## src/rpf_pkg.sv

```systemverilog
package rpf_pkg;

    // Bus geometry
    localparam int unsigned RPF_ADDR_W     = 8;
    localparam int unsigned RPF_DATA_W     = 32;
    localparam int unsigned RPF_STRB_W     = 4;
    localparam int unsigned RPF_PORTS      = 4;

    // Byte addresses of the registers
    localparam logic [7:0]  RPF_CTRL_ADDR  = 8'h20;
    localparam logic [7:0]  RPF_HAZ_ADDR   = 8'h24;

    // Field positions inside the control byte
    localparam int unsigned RPF_OFF_LSB    = 4;
    localparam int unsigned RPF_SEL_LSB    = 0;

    // Values after reset
    localparam logic [3:0]  RPF_OFF_RST    = 4'hf;
    localparam logic [3:0]  RPF_SEL_RST    = 4'h0;
    localparam logic [3:0]  RPF_HAZ_RST    = 4'h0;

    // Write and read responses
    localparam logic [1:0]  RPF_RESP_OKAY  = 2'b00;
    localparam logic [1:0]  RPF_RESP_SLV   = 2'b10;

    // Control byte: bits 7:4 forward off, bits 3:0 output select
    typedef struct packed {
        logic [3:0] fwd_off;
        logic [3:0] out_sel;
    } rpf_ctrl_t;

    // Steering view presented to the forwarding engines
    typedef struct packed {
        logic [3:0] fwd_en;
        logic [3:0] to_csi1;
        logic [3:0] csi0_mask;
        logic [3:0] csi1_mask;
    } rpf_route_t;

    // One write data beat
    typedef struct packed {
        logic [31:0] data;
        logic [3:0]  strb;
    } rpf_wbeat_t;

    typedef enum logic [0:0] {
        RPF_B_IDLE = 1'b0,
        RPF_B_RESP = 1'b1
    } rpf_bst_t;

    typedef enum logic [0:0] {
        RPF_R_IDLE = 1'b0,
        RPF_R_DATA = 1'b1
    } rpf_rst_t;

endpackage : rpf_pkg

```

## src/rpf_hold.sv

```systemverilog
`timescale 1ns/10ps
module rpf_hold
    import rpf_pkg::*;
#(
    parameter int unsigned W = 8
) (
    // Clock and reset
    input  wire logic         aclk,
    input  wire logic         aresetn,
    // Incoming channel
    input  wire logic         in_valid,
    output logic              in_ready,
    input  wire logic [W-1:0] in_data,
    // Held item
    output logic              full,
    output logic [W-1:0]      data,
    input  wire logic         take
);

    logic         full_ff;
    logic         nxt_full;
    logic [W-1:0] data_ff;
    logic [W-1:0] nxt_data;

    // Ready only while empty, so no item can be overwritten
    assign in_ready = !full_ff;
    assign full     = full_ff;
    assign data     = data_ff;

    always_comb begin
        nxt_full = full_ff;
        nxt_data = data_ff;
        if (take) begin
            nxt_full = 1'b0;
        end else if (in_valid && !full_ff) begin
            nxt_full = 1'b1;
            nxt_data = in_data;
        end
    end

    always_ff @(posedge aclk) begin
        if (!aresetn) begin
            full_ff <= 1'b0;
            data_ff <= '0;
        end else begin
            full_ff <= nxt_full;
            data_ff <= nxt_data;
        end
    end

endmodule : rpf_hold

```

## src/rpf_port_route.sv

```systemverilog
`timescale 1ns/10ps
module rpf_port_route
    import rpf_pkg::*;
(
    // Clock and reset
    input  wire logic aclk,
    input  wire logic aresetn,
    // Control bits of one receive port
    input  wire logic fwd_off,
    input  wire logic out_sel,
    // Steering outputs
    output logic      fwd_en,
    output logic      to_csi0,
    output logic      to_csi1
);

    logic en_ff;
    logic nxt_en;
    logic c0_ff;
    logic nxt_c0;
    logic c1_ff;
    logic nxt_c1;

    always_comb begin
        nxt_en = !fwd_off;
        nxt_c0 = !fwd_off && !out_sel;
        nxt_c1 = !fwd_off && out_sel;
    end

    // Reset state forwards nothing
    always_ff @(posedge aclk) begin
        if (!aresetn) begin
            en_ff <= 1'b0;
            c0_ff <= 1'b0;
            c1_ff <= 1'b0;
        end else begin
            en_ff <= nxt_en;
            c0_ff <= nxt_c0;
            c1_ff <= nxt_c1;
        end
    end

    assign fwd_en  = en_ff;
    assign to_csi0 = c0_ff;
    assign to_csi1 = c1_ff;

endmodule : rpf_port_route

```

## src/rpf_top.sv

```systemverilog
// Behaviour
// - Bits 7:4 turn off forwarding, ports 3:0.
// - Forward-off bits reset to one.
// - Bits 3:0 select CSI-2 output per port.
// - Output select bits reset to zero.
//
// Decided for this implementation: the AXI4-Lite slave port.
`timescale 1ns/10ps
module rpf_top
    import rpf_pkg::*;
(
    // Clock and reset
    input  wire logic                    aclk,
    input  wire logic                    aresetn,
    // AXI4-Lite write address
    input  wire logic                    s_axi_awvalid,
    output logic                         s_axi_awready,
    input  wire logic [RPF_ADDR_W-1:0]   s_axi_awaddr,
    input  wire logic [2:0]              s_axi_awprot,
    // AXI4-Lite write data
    input  wire logic                    s_axi_wvalid,
    output logic                         s_axi_wready,
    input  wire logic [RPF_DATA_W-1:0]   s_axi_wdata,
    input  wire logic [RPF_STRB_W-1:0]   s_axi_wstrb,
    // AXI4-Lite write response
    output logic                         s_axi_bvalid,
    input  wire logic                    s_axi_bready,
    output logic [1:0]                   s_axi_bresp,
    // AXI4-Lite read address
    input  wire logic                    s_axi_arvalid,
    output logic                         s_axi_arready,
    input  wire logic [RPF_ADDR_W-1:0]   s_axi_araddr,
    input  wire logic [2:0]              s_axi_arprot,
    // AXI4-Lite read data
    output logic                         s_axi_rvalid,
    input  wire logic                    s_axi_rready,
    output logic [RPF_DATA_W-1:0]        s_axi_rdata,
    output logic [1:0]                   s_axi_rresp,
    // Steering towards the forwarding engines
    output rpf_route_t                   route
);

    // Write channel holding slots
    logic                  aw_full;
    logic [RPF_ADDR_W-1:0] aw_addr;
    logic                  w_full;
    rpf_wbeat_t            w_beat;
    logic                  do_write;

    // Write response state
    rpf_bst_t   bst_ff;
    rpf_bst_t   nxt_bst;
    logic [1:0] bresp_ff;
    logic [1:0] nxt_bresp;

    // Register state
    rpf_ctrl_t  ctrl_ff;
    rpf_ctrl_t  nxt_ctrl;
    logic [3:0] haz_ff;
    logic [3:0] nxt_haz;

    // Write decode
    logic       hit_ctrl;
    logic       hit_haz;
    logic       lane0;
    rpf_ctrl_t  wr_ctrl;
    logic [3:0] remap_live;
    // Write strobes and hazard clear
    logic       wr_mapped;
    logic       wr_ctrl_en;
    logic       wr_haz_en;
    logic [3:0] haz_clear;

    // Read state
    rpf_rst_t              rst_ff;
    rpf_rst_t              nxt_rst;
    logic [RPF_DATA_W-1:0] rdata_ff;
    logic [RPF_DATA_W-1:0] nxt_rdata;
    logic [1:0]            rresp_ff;
    logic [1:0]            nxt_rresp;
    logic                  ar_take;
    // Read decode
    logic                  rd_hit_ctrl;
    logic                  rd_hit_haz;
    logic                  rd_mapped;
    logic [RPF_DATA_W-1:0] rd_word;

    // Steering fan-out
    logic [3:0] fwd_en;
    logic [3:0] to_c0;
    logic [3:0] to_c1;

    // Write address slot
    rpf_hold #(
        .W (RPF_ADDR_W)
    ) u_aw_hold (
        .aclk     (aclk),
        .aresetn  (aresetn),
        .in_valid (s_axi_awvalid),
        .in_ready (s_axi_awready),
        .in_data  (s_axi_awaddr),
        .full     (aw_full),
        .data     (aw_addr),
        .take     (do_write)
    );

    // Write data slot; strobes travel with their word
    rpf_hold #(
        .W ($bits(rpf_wbeat_t))
    ) u_w_hold (
        .aclk     (aclk),
        .aresetn  (aresetn),
        .in_valid (s_axi_wvalid),
        .in_ready (s_axi_wready),
        .in_data  ({s_axi_wdata, s_axi_wstrb}),
        .full     (w_full),
        .data     (w_beat),
        .take     (do_write)
    );

    // Address and data may arrive in either order; act once both are held.
    // Waiting for an idle response keeps a pending answer from being lost.
    assign do_write = aw_full && w_full && (bst_ff == RPF_B_IDLE);

    // Decode of the held address; low bits and protection are ignored
    assign hit_ctrl   = (aw_addr[7:2] == RPF_CTRL_ADDR[7:2]);
    assign hit_haz    = (aw_addr[7:2] == RPF_HAZ_ADDR[7:2]);
    assign wr_mapped  = hit_ctrl || hit_haz;
    assign lane0      = w_beat.strb[0];
    assign wr_ctrl_en = do_write && hit_ctrl && lane0;
    assign wr_haz_en  = do_write && hit_haz && lane0;

    // Field positions keep the byte layout in one place
    always_comb begin
        wr_ctrl         = '0;
        wr_ctrl.fwd_off = w_beat.data[RPF_OFF_LSB +: RPF_PORTS];
        wr_ctrl.out_sel = w_beat.data[RPF_SEL_LSB +: RPF_PORTS];
    end

    // Write-one-to-clear mask for the hazard flags
    assign haz_clear = w_beat.data[3:0] & {4{wr_haz_en}};

    // Flags a port remapped while its forwarding was live; software
    // should switch the port off first, so a set flag marks misuse
    always_comb begin
        remap_live = '0;
        for (int unsigned p = 0; p < RPF_PORTS; p++) begin
            remap_live[p] = wr_ctrl_en && !ctrl_ff.fwd_off[p] &&
                            (wr_ctrl.out_sel[p] != ctrl_ff.out_sel[p]);
        end
    end

    // Write response: one answer outstanding at most
    always_comb begin
        nxt_bst   = bst_ff;
        nxt_bresp = bresp_ff;
        unique case (bst_ff)
            RPF_B_IDLE: begin
                if (do_write) begin
                    nxt_bst   = RPF_B_RESP;
                    nxt_bresp = wr_mapped ? RPF_RESP_OKAY
                                          : RPF_RESP_SLV;
                end
            end
            RPF_B_RESP: begin
                if (s_axi_bready) begin
                    nxt_bst = RPF_B_IDLE;
                end
            end
        endcase
    end

    always_ff @(posedge aclk) begin
        if (!aresetn) begin
            bst_ff   <= RPF_B_IDLE;
            bresp_ff <= RPF_RESP_OKAY;
        end else begin
            bst_ff   <= nxt_bst;
            bresp_ff <= nxt_bresp;
        end
    end

    // Response outputs come straight from the state flops
    assign s_axi_bvalid = (bst_ff == RPF_B_RESP);
    assign s_axi_bresp  = bresp_ff;

    // Only byte lane 0 carries register bits; upper lanes are ignored
    always_comb begin
        nxt_ctrl = ctrl_ff;
        if (wr_ctrl_en) begin
            nxt_ctrl.fwd_off = wr_ctrl.fwd_off;
            nxt_ctrl.out_sel = wr_ctrl.out_sel;
        end
    end

    // Reset leaves every port blocked and steered to output 0
    always_ff @(posedge aclk) begin
        if (!aresetn) begin
            ctrl_ff.fwd_off <= RPF_OFF_RST;
            ctrl_ff.out_sel <= RPF_SEL_RST;
        end else begin
            ctrl_ff <= nxt_ctrl;
        end
    end

    // New hazard wins over a write-one clear in the same cycle,
    // so an event is never lost to a clear
    always_comb begin
        nxt_haz = haz_ff;
        if (wr_haz_en) begin
            nxt_haz = haz_ff & ~haz_clear;
        end
        nxt_haz = nxt_haz | remap_live;
    end

    // Flags stay set until software writes a one
    always_ff @(posedge aclk) begin
        if (!aresetn) begin
            haz_ff <= RPF_HAZ_RST;
        end else begin
            haz_ff <= nxt_haz;
        end
    end

    // One read at a time; next address waits for the data to be taken
    assign s_axi_arready = (rst_ff == RPF_R_IDLE);
    assign ar_take       = s_axi_arvalid && s_axi_arready;

    // Decode sees the address in the cycle it is taken; only one read is
    // in flight, so no holding slot is needed
    assign rd_hit_ctrl = (s_axi_araddr[7:2] == RPF_CTRL_ADDR[7:2]);
    assign rd_hit_haz  = (s_axi_araddr[7:2] == RPF_HAZ_ADDR[7:2]);
    assign rd_mapped   = rd_hit_ctrl || rd_hit_haz;

    // Undefined bits and unmapped words read as zero
    always_comb begin
        rd_word = '0;
        if (rd_hit_ctrl) begin
            rd_word[7:0] = ctrl_ff;
        end else if (rd_hit_haz) begin
            rd_word[3:0] = haz_ff;
        end
    end

    always_comb begin
        nxt_rst   = rst_ff;
        nxt_rdata = rdata_ff;
        nxt_rresp = rresp_ff;
        unique case (rst_ff)
            RPF_R_IDLE: begin
                if (ar_take) begin
                    nxt_rst   = RPF_R_DATA;
                    nxt_rdata = rd_word;
                    nxt_rresp = rd_mapped ? RPF_RESP_OKAY : RPF_RESP_SLV;
                end
            end
            RPF_R_DATA: begin
                if (s_axi_rready) begin
                    nxt_rst = RPF_R_IDLE;
                end
            end
        endcase
    end

    // Read answer stands in flops until rready
    always_ff @(posedge aclk) begin
        if (!aresetn) begin
            rst_ff   <= RPF_R_IDLE;
            rdata_ff <= 32'h00000000;
            rresp_ff <= RPF_RESP_OKAY;
        end else begin
            rst_ff   <= nxt_rst;
            rdata_ff <= nxt_rdata;
            rresp_ff <= nxt_rresp;
        end
    end

    assign s_axi_rvalid = (rst_ff == RPF_R_DATA);
    assign s_axi_rdata  = rdata_ff;
    assign s_axi_rresp  = rresp_ff;

    // Per receive port steering decode
    for (genvar p = 0; p < RPF_PORTS; p++) begin : g_port
        rpf_port_route u_route (
            .aclk    (aclk),
            .aresetn (aresetn),
            .fwd_off (ctrl_ff.fwd_off[p]),
            .out_sel (ctrl_ff.out_sel[p]),
            .fwd_en  (fwd_en[p]),
            .to_csi0 (to_c0[p]),
            .to_csi1 (to_c1[p])
        );
    end

    // Steering view; the mask pair spares the engines a decode of
    // their own
    always_comb begin
        route           = '0;
        route.fwd_en    = fwd_en;
        route.to_csi1   = to_c1;
        route.csi0_mask = to_c0;
        route.csi1_mask = to_c1;
    end

endmodule : rpf_top

```

## config.mk

```make
export PLATFORM = sky130hd
export DESIGN_NAME = rpf_top
export DESIGN_NICKNAME = d
export VERILOG_FILES = /design/src/rpf_pkg.sv /design/src/rpf_hold.sv /design/src/rpf_port_route.sv /design/src/rpf_top.sv
export SDC_FILE = /design/constraint.sdc
export NUM_CORES = 1
export LEC_CHECK = 0
export BUFFER_PORTS_ARGS = -buffer_cell sky130_fd_sc_hd__clkbuf_2
export CORE_MARGIN = 5
export CORE_UTILIZATION = 45
export CTS_CLUSTER_SIZE = 28
export DETAILED_ROUTE_END_ITERATION = 16
export PLACE_DENSITY = 0.79
export SLEW_MARGIN = 20
export SYNTH_ARGS = -nofsm -noshare
export SYNTH_HDL_FRONTEND = slang
export SYNTH_SLANG_ARGS = --single-unit
```

## constraint.sdc

```tcl
create_clock -name aclk -period 2.4 [get_ports aclk]
set_clock_uncertainty 0.05 [all_clocks]
set_input_delay 0.36 -clock aclk [delete_from_list [all_inputs] [get_ports aclk]]
set_output_delay 0.36 -clock aclk [all_outputs]
set_load 0.02 [all_outputs]
```

==> metrics.cfg <==
[worst_setup_path]
cp_data_arrival_time_ns=2.19
critical_path_class=reg -> reg
critical_r2r_launch=u_aw_hold.data[4]$_SDFFE_PN0P_
critical_path_fanouts_max=16
worst_ep_required_time_ns=2.54
buffers_and_inverters_on_the_worst_path=1
rr_endpoint=ctrl_ff[5]$_SDFFE_PN1N_
timing.critical_path.slowest_cell_delay_ns=0.55
worstRegToRegCells=5
critical_path.top_delay_family=simple AND/OR/NAND/NOR gates
worst_setup_path_end_kind=flop
crit_path_cell_trace=or4b_4, or4_1, buf_4, nor3b_2, a21oi_2
timing.reg2reg.setup_slack_ns=0.36
crit_slowest_cell=sky130_fd_sc_hd__or4b_4
crit_path_start_kind=flop

[yosys]
synthesis.area_um2=2400
ys_warn_count=0
synth_sequential_area_ratio_pct=44.3
netlist_instances=257
postSynthRegisterBits=53
syn-mean-instance-area_um2=9.33
synth.distinct_cells=32

[min_path]
timing.hold.worst.start=s_axi_wstrb[0]
whs_endpoint=u_w_hold.data[0]$_SDFFE_PN0P_
timing.hold.worst.class=in -> reg
worst_hold_path.num_cells=3

[drt]
detailedRoute.firstIterationViolations=123
antenna_left=0
remaining_drc_errors=0
route.detailed.wl_per_inst_um=11.5
postRouteWirelength_mm=4.24
via_count=1683
vias_per_cell=4.57
drt_pass1_iterations=4

[timing]
timing.final.ws_setup_ns=0.357
fmaxAchievable_mhz=489
rsz0062_at_grt=no
tightestPinTransition_ns=0.787
timing.slew.headroom_pct=47.5
timing.final.crit_share_pct=85.1
period_minus_slack_ns=2.04
finalHoldViolations=0
finalSetupViolCount=0
max_slew_violations=0
fin_tns_setup_ns=0

[layout]
layout.filler_cells=516
final_nets=362
insertedDiodeCount=0
post_route_cells_drive_above_1_share_pct=29.9
syn_to_layout_area_delta_pct=10.5

[run]
cap_violations=0

[grt]
most_used_routing_layer=met2
grt.total_usage_pct=12.7
grt_first_pass_wirelength_mm=7.43
globalRouteMet1Util_pct=14.3
grt_start_max_net_pins=50
antenna_violations_before_repair=0
globalRouteMet2Util_pct=22.4
groute.layer.met3.usage_pct=4.85
remaining_overflow_grt=0
vias_in_the_first_global_route=1701

[place]
hpwl_mm=3.23
gp_congestion=0.744
pre_cts_slack_ns=0.376
placement.io_buffers=58

[outcome]
outcome=finished clean

[floorplan]
design.portCount=122
fp.dieW_um=83.0
placementRows=26
dieHeight_um=83.0
start_util_pct=46.6
die_area_um2=6890
core_region_area_um2=5140

[clock_network]
worst_setup_hold_path_clk_slew_ns=0.09
post_cts_buffers=0
clock_tree.root_cell=sky130_fd_sc_hd__clkbuf_8
cts_tree=built
clock_tree.htree_level_count=2
cts_resized=0
tritoncts.num_buffers=5
tritoncts_num_sinks=53
later_pin_clock_latency_in_the_skew_report_ns=0.30
clk_path_buf_depth=2
cts_hold_repair.buffers=0

[power]
power_per_cell_area_nw_per_um2=670
power.static_leakage_uw=0.00114
total_power_uw=1780
worst_ir_drop_vdd_v=0.000399

-- synthesized netlist by cell type --
master | count | area (um^2)
sky130_fd_sc_hd__a21boi_0 | 17 | 128
sky130_fd_sc_hd__a21oi_1 | 5 | 25.0
sky130_fd_sc_hd__a21oi_2 | 4 | 35.0
sky130_fd_sc_hd__a311oi_1 | 4 | 35.0
sky130_fd_sc_hd__and2_1 | 4 | 25.0
sky130_fd_sc_hd__buf_4 | 42 | 315
sky130_fd_sc_hd__buf_6 | 2 | 22.5
sky130_fd_sc_hd__clkbuf_1 | 8 | 30.0
sky130_fd_sc_hd__conb_1 | 1 | 3.75
sky130_fd_sc_hd__dfxtp_1 | 53 | 1060
sky130_fd_sc_hd__inv_1 | 4 | 15.0
sky130_fd_sc_hd__mux2_2 | 4 | 45.0
sky130_fd_sc_hd__mux2i_1 | 5 | 50.1
sky130_fd_sc_hd__nand2_1 | 36 | 135
sky130_fd_sc_hd__nand2b_1 | 1 | 6.26
sky130_fd_sc_hd__nand3_1 | 10 | 50.1
sky130_fd_sc_hd__nand3_2 | 2 | 20.0
sky130_fd_sc_hd__nand4b_1 | 1 | 8.76
sky130_fd_sc_hd__nor2_1 | 9 | 33.8
sky130_fd_sc_hd__nor2b_1 | 18 | 113
sky130_fd_sc_hd__nor3_2 | 1 | 10.0
sky130_fd_sc_hd__nor3b_2 | 4 | 50.1
sky130_fd_sc_hd__nor4_1 | 1 | 6.26
sky130_fd_sc_hd__nor4b_1 | 1 | 8.76
sky130_fd_sc_hd__o211a_1 | 3 | 30.0
sky130_fd_sc_hd__o21a_1 | 1 | 7.51
sky130_fd_sc_hd__o21ai_0 | 5 | 25.0
sky130_fd_sc_hd__o21ai_2 | 4 | 35.0
sky130_fd_sc_hd__o221a_2 | 1 | 11.3
sky130_fd_sc_hd__or4_1 | 1 | 7.51
sky130_fd_sc_hd__or4b_4 | 1 | 13.8
sky130_fd_sc_hd__xnor2_1 | 4 | 35.0
-- per-stage QoR --
step                hold slack (ns)  instance area [um^2]  util (%)  std cells
floorplan                     0.393                  2490         -        282
global placement              0.406                  2520      49.0        360
detailed placement            0.410                  2520      49.0        360
CTS                           0.232                  2650      51.6        368
global route                  0.233                  2650      51.6        368
finish                        0.237                  2650      51.6        368
-- layout by cell type, fill, tap and decap left out, drive strengths merged --
cell type / n
or4: 1
o21a: 1
nor4: 1
conb: 26
a21boi: 17
nand2b: 1
buf: 2
nor4b: 1
o221a: 1
o211a: 3
and2: 4
dfxtp: 53
nor3b: 4
nor2: 9
mux2: 4
nor3: 1
clkinv: 1
xnor2: 4
o21ai: 9
a311oi: 4
or4b: 1
a21oi: 9
nand3: 12
bufinv: 2
nand4b: 1
mux2i: 5
inv: 4
clkbuf: 63
nor2b: 18
nand2: 36
-- worst reg2reg max path, stage by stage, from the launching register on --
cell                      delay, ns
sky130_fd_sc_hd__dfxtp_1       0.32
sky130_fd_sc_hd__or4b_4        0.55
sky130_fd_sc_hd__or4_1         0.48
sky130_fd_sc_hd__buf_4         0.23
sky130_fd_sc_hd__nor3b_2       0.27
sky130_fd_sc_hd__a21oi_2       0.04
-- worst max path at each step --
| stage | slack [ns] | start | to | cells past startpoint |
|---|---|---|---|---|
| finish | 0.36 | u_aw_hold.data[4]$_SDFFE_PN0P_ | ctrl_ff[5]$_SDFFE_PN1N_ | 5 |
| global route | 0.28 | u_aw_hold.data[4]$_SDFFE_PN0P_ | ctrl_ff[5]$_SDFFE_PN1N_ | 5 |
| CTS | 0.36 | u_aw_hold.data[4]$_SDFFE_PN0P_ | ctrl_ff[5]$_SDFFE_PN1N_ | 5 |
| detailed placement | 0.38 | u_aw_hold.data[4]$_SDFFE_PN0P_ | ctrl_ff[5]$_SDFFE_PN1N_ | 5 |
| global placement | 0.38 | u_aw_hold.data[4]$_SDFFE_PN0P_ | ctrl_ff[5]$_SDFFE_PN1N_ | 5 |
| floorplan | 0.51 | u_aw_hold.data[4]$_SDFFE_PN0P_ | ctrl_ff[0]$_SDFFE_PN0N_ | 6 |
-- per-layer routing --
| layer | wire [um] | part of all wire (%) |
|---|---|---|
| met4 | 48 | 1.1 |
| met3 | 341 | 8.0 |
| met1 | 1810 | 43 |
| met2 | 2040 | 48 |
| met5 | 0 | 0 |
-- area by class of cell --
type	count	area [um^2]	share of cell area (%)
Clock buffer	5	68.8	2.60
Timing Repair Buffer	60	305	11.5
Inverter	4	15.0	0.567
Clock inverter	3	65.1	2.46
Tap cell	70	87.6	3.31
Multi-Input combinational cell	173	1050	39.5
Sequential cell	53	1060	40.0
-- sequential cells by signal, summed over array words and instances (netlist names) --
name	flops
ctrl_ff	8
g_port.u_route.fwd_en	4
g_port.u_route.to_csi0	4
g_port.u_route.to_csi1	4
haz_ff	4
s_axi_bresp	1
s_axi_bvalid	1
s_axi_rdata	8
s_axi_rresp	1
s_axi_rvalid	1
u_aw_hold.data	6
u_aw_hold.full	1
u_w_hold.data	9
u_w_hold.full	1
-- power by group --
part           total, uW  internal (uW)  switching (uW)
sequential           922            902            19.8
clock                691            414             277
combinational        164           57.7             106
-- cells by family (layout without fill, tap and decap cells) --
kind of cell / Yosys count / in the layout / share of synthesized area (%)
buffers and inverters: 56 / 72 / 16.0
and+or+nand+nor: 90 / 90 / 20.4
AOI/OAI and AO/OA: 44 / 44 / 13.8
other: 1 / 26 / 0.156
muxes: 9 / 9 / 3.97
xor gates and xnor gates: 4 / 4 / 1.46
DFF: 53 / 53 / 44.3
(Power assumes the default switching activity.)
